## config.mk

```make
export PLATFORM = sky130hd
export DESIGN_NAME = counter_array_control
export DESIGN_NICKNAME = d
export VERILOG_FILES = /design/src/rtl/counter_array_pkg.sv /design/src/rtl/counter_tick.sv /design/src/rtl/counter_array_control.sv
export VERILOG_INCLUDE_DIRS = /design/src /design/src/rtl
export SDC_FILE = /design/constraint.sdc
export NUM_CORES = 1
export LEC_CHECK = 0
export BUFFER_PORTS_ARGS = -buffer_cell sky130_fd_sc_hd__buf_2
export CAP_MARGIN = 20
export CORE_ASPECT_RATIO = 0.8
export CORE_MARGIN = 2
export CORE_UTILIZATION = 35
export DETAILED_ROUTE_END_ITERATION = 8
export MAX_ROUTING_LAYER = met4
export PLACE_DENSITY = 0.62
export SLEW_MARGIN = 20
export SYNTH_ARGS = -nofsm -noshare
export SYNTH_HDL_FRONTEND = slang
export SYNTH_SLANG_ARGS = --single-unit
```

## constraint.sdc

```tcl
create_clock -name clk_sys_in -period 2 [get_ports clk_sys_in]
set_input_delay 0.2 -clock clk_sys_in [delete_from_list [all_inputs] [get_ports clk_sys_in]]
set_output_delay 0.2 -clock clk_sys_in [all_outputs]
set_load 0.02 [all_outputs]
```

## src/rtl/counter_array_cfg.svh

```systemverilog
`ifndef COUNTER_ARRAY_CFG_SVH
`define COUNTER_ARRAY_CFG_SVH
// special function register addresses
`define CTRL_REG_ADDR 8'hd8
`define MODE_REG_ADDR 8'hd9
// control register bit positions
`define CTRL_OVF_BIT 7
`define CTRL_RUN_BIT 6
`define CTRL_RSVD_BIT 5
`define CTRL_MOD_MSB 4
// mode register bit positions
`define MODE_IDLE_STOP_BIT 7
`define MODE_WDOG_BIT 6
`define MODE_OVF_IRQ_BIT 0
// reset values
`define CTRL_RESET 8'h00
`define MODE_RESET 8'h00
`define COUNT_RESET 16'h0000
`endif

```

## src/rtl/counter_array_pkg.sv

```systemverilog
package counter_array_pkg;
  // one register access from the processor
  typedef struct packed {
    logic wr;
    logic rd;
    logic [7:0] addr;
    logic [7:0] wdata;
  } sfr_req_t;
  typedef enum logic [1:0] {
    ST_STOPPED = 2'b00,
    ST_RUNNING = 2'b01,
    ST_IDLE_HELD = 2'b10
  } run_state_t;
endpackage : counter_array_pkg

```

## src/rtl/counter_tick.sv

```systemverilog
`timescale 1ns/100ps
`default_nettype none
// free-running counter that advances only while enabled
module counter_tick #(
  parameter int WIDTH = 16
) (
  // clock and reset
  input wire logic clk_sys_in,
  input wire logic rst_n_in,
  // control
  input wire logic advance_in,
  // result
  output logic [WIDTH-1:0] count_out,
  output logic wrap_out
);
  logic [WIDTH-1:0] count_r;

  always_ff @(posedge clk_sys_in) begin
    if (!rst_n_in) begin
      count_r <= '0;
    end else if (advance_in) begin
      count_r <= count_r + 1'b1;
    end
  end

  assign count_out = count_r;
  assign wrap_out = advance_in && (count_r == {WIDTH{1'b1}});
endmodule : counter_tick
`default_nettype wire

```

## src/rtl/counter_array_control.sv

```systemverilog
// How it works
// - with idle-stop set, counting halts while processor idles; otherwise continues
// - a mode bit enables watchdog behaviour of compare module 4
// - interrupt requested when overflow flag and overflow enable are both set
// - counter runs only while run bit is 1, software sets and clears it
// - rollover or software 1 sets overflow flag; only software 0 clears it
// - five module flags at bits 0..4 set by module match or capture
// - hardware never clears module flags; software writes 0 to clear
// - bit 5 reserved; reads back zero here, writes ignored
// - control register resets to zero in all defined bits
`timescale 1ns/100ps
`default_nettype none
`include "counter_array_cfg.svh"
module counter_array_control
  import counter_array_pkg::*;
#(
  parameter int COUNT_W = 16,
  parameter int N_MOD = 5
) (
  // clock and reset
  input wire logic clk_sys_in,
  input wire logic rst_n_in,
  // processor special function register port
  input wire counter_array_pkg::sfr_req_t sfr_req_in,
  output logic [7:0] sfr_rdata_out,
  // processor state
  input wire logic cpu_idle_in,
  // compare/capture module events, one-cycle pulses
  input wire logic [N_MOD-1:0] module_event_in,
  // status to the rest of the array
  output logic [COUNT_W-1:0] count_out,
  output logic count_advance_out,
  output logic module4_watchdog_en_out,
  output logic overflow_irq_out
);
  import counter_array_pkg::*;

  // ****************************************
  // registers
  // ****************************************
  logic counter_overflow_flag_r;
  logic counter_run_bit_r;
  logic [N_MOD-1:0] module_event_flag_r;
  logic idle_stop_bit_r;
  logic module4_watchdog_en_r;
  logic overflow_irq_en_r;
  logic [7:0] sfr_rdata_r;
  run_state_t state_r;
  logic wrap;
  logic ctrl_wr;
  logic mode_wr;

  function automatic logic hit(input sfr_req_t r, input logic [7:0] a);
    hit = r.wr && (r.addr == a);
  endfunction : hit

  assign ctrl_wr = hit(sfr_req_in, `CTRL_REG_ADDR);
  assign mode_wr = hit(sfr_req_in, `MODE_REG_ADDR);

  // ****************************************
  // run control
  // ****************************************
  always_ff @(posedge clk_sys_in) begin
    if (!rst_n_in) begin
      counter_run_bit_r <= 1'b0;
    end else if (ctrl_wr) begin
      counter_run_bit_r <= sfr_req_in.wdata[`CTRL_RUN_BIT];
    end
  end

  always_ff @(posedge clk_sys_in) begin
    if (!rst_n_in) begin
      state_r <= ST_STOPPED;
    end else begin
      case (state_r)
        ST_STOPPED: begin
          if (counter_run_bit_r) begin
            state_r <= (idle_stop_bit_r && cpu_idle_in) ? ST_IDLE_HELD : ST_RUNNING;
          end
        end
        ST_RUNNING, ST_IDLE_HELD: begin
          if (!counter_run_bit_r) begin
            state_r <= ST_STOPPED;
          end else begin
            state_r <= (idle_stop_bit_r && cpu_idle_in) ? ST_IDLE_HELD : ST_RUNNING;
          end
        end
        default: begin
          state_r <= ST_STOPPED;
        end
      endcase
    end
  end

  // combinational gate so a stop takes effect the cycle it is seen
  assign count_advance_out = counter_run_bit_r
                             && !(idle_stop_bit_r && cpu_idle_in);

  counter_tick #(
    .WIDTH(COUNT_W)
  ) u_tick (
    .clk_sys_in(clk_sys_in),
    .rst_n_in(rst_n_in),
    .advance_in(count_advance_out),
    .count_out(count_out),
    .wrap_out(wrap)
  );

  // ****************************************
  // flags: hardware set wins over software clear
  // ****************************************
  always_ff @(posedge clk_sys_in) begin
    if (!rst_n_in) begin
      counter_overflow_flag_r <= 1'b0;
    end else if (wrap) begin
      counter_overflow_flag_r <= 1'b1;
    end else if (ctrl_wr) begin
      counter_overflow_flag_r <= sfr_req_in.wdata[`CTRL_OVF_BIT];
    end
  end

  genvar g;
  generate
    for (g = 0; g < N_MOD; g++) begin : g_mod_flag
      always_ff @(posedge clk_sys_in) begin
        if (!rst_n_in) begin
          module_event_flag_r[g] <= 1'b0;
        end else if (module_event_in[g]) begin
          module_event_flag_r[g] <= 1'b1;
        end else if (ctrl_wr && !sfr_req_in.wdata[g]) begin
          module_event_flag_r[g] <= 1'b0;
        end
      end
    end
  endgenerate

  // ****************************************
  // mode register
  // ****************************************
  always_ff @(posedge clk_sys_in) begin
    if (!rst_n_in) begin
      idle_stop_bit_r <= 1'b0;
      module4_watchdog_en_r <= 1'b0;
      overflow_irq_en_r <= 1'b0;
    end else if (mode_wr) begin
      idle_stop_bit_r <= sfr_req_in.wdata[`MODE_IDLE_STOP_BIT];
      module4_watchdog_en_r <= sfr_req_in.wdata[`MODE_WDOG_BIT];
      overflow_irq_en_r <= sfr_req_in.wdata[`MODE_OVF_IRQ_BIT];
    end
  end

  assign module4_watchdog_en_out = module4_watchdog_en_r;
  assign overflow_irq_out = counter_overflow_flag_r && overflow_irq_en_r;

  // ****************************************
  // read path
  // ****************************************
  always_ff @(posedge clk_sys_in) begin
    if (!rst_n_in) begin
      sfr_rdata_r <= 8'h00;
    end else if (sfr_req_in.rd && sfr_req_in.addr == `CTRL_REG_ADDR) begin
      sfr_rdata_r <= {counter_overflow_flag_r, counter_run_bit_r, 1'b0,
                      module_event_flag_r};
    end else if (sfr_req_in.rd && sfr_req_in.addr == `MODE_REG_ADDR) begin
      sfr_rdata_r <= {idle_stop_bit_r, module4_watchdog_en_r, 5'h00, overflow_irq_en_r};
    end else if (sfr_req_in.rd) begin
      sfr_rdata_r <= 8'h00;
    end
  end
  assign sfr_rdata_out = sfr_rdata_r;

  // ****************************************
  // checks
  // ****************************************
  property p_idle_hold;
    @(posedge clk_sys_in) disable iff (!rst_n_in)
      (idle_stop_bit_r && cpu_idle_in) |=> (count_out == $past(count_out));
  endproperty
  a_idle_hold: assert property (p_idle_hold) else $error("counter moved in idle stop");

  property p_wdog;
    @(posedge clk_sys_in) disable iff (!rst_n_in)
      mode_wr |=> (module4_watchdog_en_out == $past(sfr_req_in.wdata[`MODE_WDOG_BIT]));
  endproperty
  a_wdog: assert property (p_wdog) else $error("watchdog enable not taken");

  // the request may only rise after a wrap, a software set or an enable write
  property p_irq;
    @(posedge clk_sys_in) disable iff (!rst_n_in)
      $rose(overflow_irq_out) |-> $past(wrap
        || (ctrl_wr && sfr_req_in.wdata[`CTRL_OVF_BIT])
        || (mode_wr && sfr_req_in.wdata[`MODE_OVF_IRQ_BIT]));
  endproperty
  a_irq: assert property (p_irq) else $error("irq mismatch");

  property p_run;
    @(posedge clk_sys_in) disable iff (!rst_n_in)
      (counter_run_bit_r && !cpu_idle_in) |=> (count_out == $past(count_out) + 1'b1);
  endproperty
  a_run: assert property (p_run) else $error("counter did not advance");

  property p_ovf_set;
    @(posedge clk_sys_in) disable iff (!rst_n_in)
      wrap |=> counter_overflow_flag_r;
  endproperty
  a_ovf_set: assert property (p_ovf_set) else $error("overflow not flagged");

  property p_mod_set;
    @(posedge clk_sys_in) disable iff (!rst_n_in)
      module_event_in[4] |=> module_event_flag_r[4];
  endproperty
  a_mod_set: assert property (p_mod_set) else $error("module flag not set");

  property p_mod_keep;
    @(posedge clk_sys_in) disable iff (!rst_n_in)
      (module_event_flag_r[0] && !ctrl_wr) |=> module_event_flag_r[0];
  endproperty
  a_mod_keep: assert property (p_mod_keep) else $error("module flag lost");

  property p_rsvd;
    @(posedge clk_sys_in) disable iff (!rst_n_in)
      ##1 !sfr_rdata_out[`CTRL_RSVD_BIT];
  endproperty
  a_rsvd: assert property (p_rsvd) else $error("reserved bit reads one");

  property p_stop;
    @(posedge clk_sys_in) disable iff (!rst_n_in)
      !counter_run_bit_r |-> !wrap ##1 (count_out == $past(count_out));
  endproperty
  a_stop: assert property (p_stop) else $error("counter moved while stopped");

  property p_held;
    @(posedge clk_sys_in) disable iff (!rst_n_in)
      (counter_run_bit_r && idle_stop_bit_r && cpu_idle_in) |=> (state_r == ST_IDLE_HELD);
  endproperty
  a_held: assert property (p_held) else $error("idle hold state not entered");
endmodule : counter_array_control
`default_nettype wire

```

==> results by stage <==
Synth:
- The cell count after synthesis is about 160.
- The top flip-flop cell by instance count after synthesis is sky130_fd_sc_hd__dfxtp_1.
- The number of nets in the synthesized netlist is 190.
- The share of the yosys chip area belonging to registers is between 40% and 50%.
- By area the synthesized netlist is led by sky130_fd_sc_hd__dfxtp_1 43%, sky130_fd_sc_hd__a21boi_0 6.3%, sky130_fd_sc_hd__xnor2_1 4.0%.
- The average instance in the mapped netlist occupies ~9.5 um2.
- After synthesis the netlist holds a flip-flop and latch count of 33.
- The yosys synthesis warning count is 0.
- The area fraction of the dominant cell type after synthesis is 42.8%.
- Synthesis instantiated 36 different standard cells from the library.
- The number of enable-type register cells in the synthesized netlist is 0.
- In the synthesized netlist the async set-or-reset flop fraction comes to 0%.
- The cell area that synthesis handed to floorplanning was roughly 1500 um2.
- By count the netlist is led by 33 x sky130_fd_sc_hd__dfxtp_1, 13 x sky130_fd_sc_hd__a21boi_0, 11 x sky130_fd_sc_hd__o21ai_0.
- The synthesized design spends more area on one cell type than any other, namely sky130_fd_sc_hd__dfxtp_1.
- In the post-synthesis netlist, the cell with the most instances is sky130_fd_sc_hd__dfxtp_1.

Global routing:
- The maximum number of pins on one net before global-route repair is 25.
- The initial antenna violation count came to 0.
- Global routing used 3.15% of the available met3 tracks.
- The global router's overall resource usage is roughly 15%.
- The peak-usage layer in the global routing report is met1.
- The met1 track demand over resource is roughly a fifth.
- The first global-routing pass estimated 5550 um of wire.
- For this run the aggregate overflow at the end of global routing stands at 0.
- The met2 track demand over resource is about a fifth.
- The via count of the first global-routing pass is approximately 1200.

Timing:
- The number of failing hold endpoints at the final stage is 0.
- The worst slew slack as a fraction of its limit is slightly above 60%.
- Setup repair after global routing left no endpoint under its margin.
- The count of endpoints failing setup in the final report is 0.
- In the final timing run, aggregate negative setup slack is 0 ps.
- The final period utilization is about 77%.
- The least setup slack across all paths after layout is about 450 ps.
- The final worst clock skew is 3.97 ps.
- For this run, the top clock speed supported by timing is 646 MHz.
- The number of slew-limit violations in the final report was 0.
- For the pin with the worst max-slew slack, the measured transition is ~580 ps.
- After layout, the minimum clock period comes to between 1500 and 2000 ps.

Detailed routing:
- After detailed routing, the number of vias per cell comes to slightly below 5.
- For this block, the via count after detailed routing is 1306.
- The total iterations of the first detailed-routing run is 4.
- In the routed design, unresolved DRC markers number 0.
- The total wirelength of the detailed-routed design is 3260 um.
- The residual antenna-violating net count after detailed routing is 0.
- The number of violations reported at the end of detailed-routing iteration 0 is 38.
- The mean routed wirelength per cell is approximately 12 um.

Power:
- The ratio of total power to cell area is roughly 640 nW/um2.
- VDD sags by at most ~340 uV.
- For this design the static power due to leakage is approximately 0.0008 uW.

Clocking:
- The clock reaches the later pin of the worst-skew pair after 270 ps.
- The maximum number of buffers from clock root to sink is 2.
- The tree built by TritonCTS fans out to 33 sinks.
- The post-cts hold buffer count is 0.
- The CTS H-tree depth is 2.
- The number of buffers added by the clock tree synthesis step is 5.
- The clock-pin slew on the worst setup and hold paths is approximately 60 ps.
- TritonCTS built the clock tree.
- The number of buffers inserted to repair setup after CTS is 0.
- The root buffer selected by CTS is sky130_fd_sc_hd__clkbuf_8.
- Gates resized during post-CTS repair numbered 0.

Worst setup path:
- The worst setup path is captured at a register.
- The setup path with the least slack is of type reg2reg.
- STA puts the critical path data arrival time at about 1700 ps.
- The worst-path cell with the longest stage delay is sky130_fd_sc_hd__o311ai_0.
- The signal on the critical path passes through a21boi_2 -> nand3_2 -> o311ai_0 -> o41ai_1.
- STA classifies the critical path startpoint as a register.
- The required time of the worst setup path is 2150 ps.
- The longest individual stage delay on the worst path is between 300 and 400 ps.
- The highest fanout seen on the critical path is 8.

Layout:
- The finished layout holds around 270 standard cells, fillers aside.
- The count of fill cells added during filler insertion is between 400 and 500.
- The layout net count is around 240.
- The share of layout cells above drive strength 1 is 32.6%.
- The repair_antennas step left the layout with diodes totalling 0.
- Relative to the synthesized area, the layout overhead comes to 25.1%.

Run:
- The max capacitance violation total is 0.

Floorplanning:
- The core region is 4200 um2.
- The initial utilization of the core area, before any placement, comes to between 30% and 40%.
- For this design the top-level I/O count stands at between 50 and 60.
- The die covers 4960 um2.
- The die span in x is roughly 78 um.
- The number of rows in the core area is 21.
- The vertical die dimension is between 60 and 70 um.

Min path:
- The worst hold path belongs to the class in2reg.

Placed design:
- The wire-length estimate of the detail-placed layout is about 2400 um.
- The post-placement setup slack is about 450 ps.
- In this run, placement finished with an instance count of approximately 270.
- The final weighted congestion in routability-driven placement is roughly 0.78.
- The quantity of I/O buffers inserted on ports is 50.

Outcome:
- The run finished with clean final reports.
-- routing by layer --
layer / wire, um / vias to the layer above
met2: 1350 / 28
li1: - / 678
met4: 59 / 0
met3: 123 / 5
met1: 1730 / 595
met5: 0 / -
-- critical path, delay by kind of cell (launching register included) --
kind	cells	cell delay (ps)
AO/OA/AOI/OAI	3	830
flip-flops	1	350
AND/OR/NAND/NOR	1	240
-- cell usage in the layout (no fill, tap or decap), types with 2 or more instances in the layout --
cell type / synthesis / final
sky130_fd_sc_hd__mux2i_1: 5 / 5
sky130_fd_sc_hd__and3_1: 3 / 3
sky130_fd_sc_hd__buf_4: 1 / 3
sky130_fd_sc_hd__a21boi_0: 13 / 13
sky130_fd_sc_hd__nand4_1: 5 / 5
sky130_fd_sc_hd__nand3_2: 2 / 2
sky130_fd_sc_hd__a21oi_1: 5 / 5
sky130_fd_sc_hd__and4_1: 2 / 2
sky130_fd_sc_hd__dfxtp_1: 33 / 33
sky130_fd_sc_hd__or3_1: 6 / 6
sky130_fd_sc_hd__nand2_1: 8 / 8
sky130_fd_sc_hd__nor2b_1: 5 / 5
sky130_fd_sc_hd__buf_2: 1 / 50
sky130_fd_sc_hd__nor2_1: 6 / 6
sky130_fd_sc_hd__clkbuf_8: 0 / 6
sky130_fd_sc_hd__nand2b_1: 8 / 8
sky130_fd_sc_hd__xnor2_1: 7 / 7
sky130_fd_sc_hd__and2_1: 9 / 9
sky130_fd_sc_hd__o21ai_0: 11 / 11
sky130_fd_sc_hd__nand3_1: 9 / 9
sky130_fd_sc_hd__inv_1: 2 / 2
sky130_fd_sc_hd__mux2_2: 3 / 3
-- per-stage QoR --
step / power (uW) / instance area, um2 / utilization (%) / hold WS [ps]
2_1_floorplan: 722 / 1540 / - / 345
3_3_place_gp: 754 / 1840 / 43.9 / 457
3_5_place_dp: 755 / 1840 / 43.9 / 467
4_1_cts: 1250 / 1930 / 45.9 / 178
5_1_grt: 1300 / 1930 / 45.9 / 181
6_report: 1230 / 1930 / 45.9 / 185
-- path summary, 6_finish.rpt --
check                                               end         startpoint  slack [ps]  cells past startpoint
worst max-delay path               u_tick.count_out[14]  counter_run_bit_r         450                      4
worst min-delay path            counter_overflow_flag_r      sfr_req_in[7]         180                      2
worst max register to register     u_tick.count_out[14]  counter_run_bit_r         450                      4
worst min register to register         sfr_rdata_out[7]   sfr_rdata_out[7]         470                      2
-- cell type report --
cell class,instances,area (um2),share of cell area (%)
inverters,2,7.51,0.389
flip-flops and latches,33,661,34.2
clock buffers,7,86.3,4.47
multi-input cells,120,832,43.1
well taps,57,71.3,3.69
repair buffers,53,273,14.1
-- registers in the layout, indices dropped and copies added (netlist names) --
signal,cells
counter_overflow_flag_r,1
counter_run_bit_r,1
idle_stop_bit_r,1
module4_watchdog_en_out,1
module_event_flag_r,5
overflow_irq_en_r,1
sfr_rdata_out,7
u_tick.count_out,16
-- power by group --
group | leakage (uW) | internal [uW] | switching (uW)
registers | 0.000267 | 665 | 4.09
clock network | 0.0000443 | 273 | 220
logic | 0.000499 | 34.7 | 36.6
-- cell families after synthesis --
| group | synth area share [%] |
|---|---|
| adder cells (fa/ha/maj) | 0.811 |
| multiplexers | 5.43 |
| flip-flops | 42.8 |
| buffers and inverters | 3.24 |
| AO/OA/AOI/OAI | 14.5 |
| AND/OR/NAND/NOR | 28.4 |
| XOR/XNOR | 4.54 |
| other | 0.243 |
(Power assumes the default switching activity.)
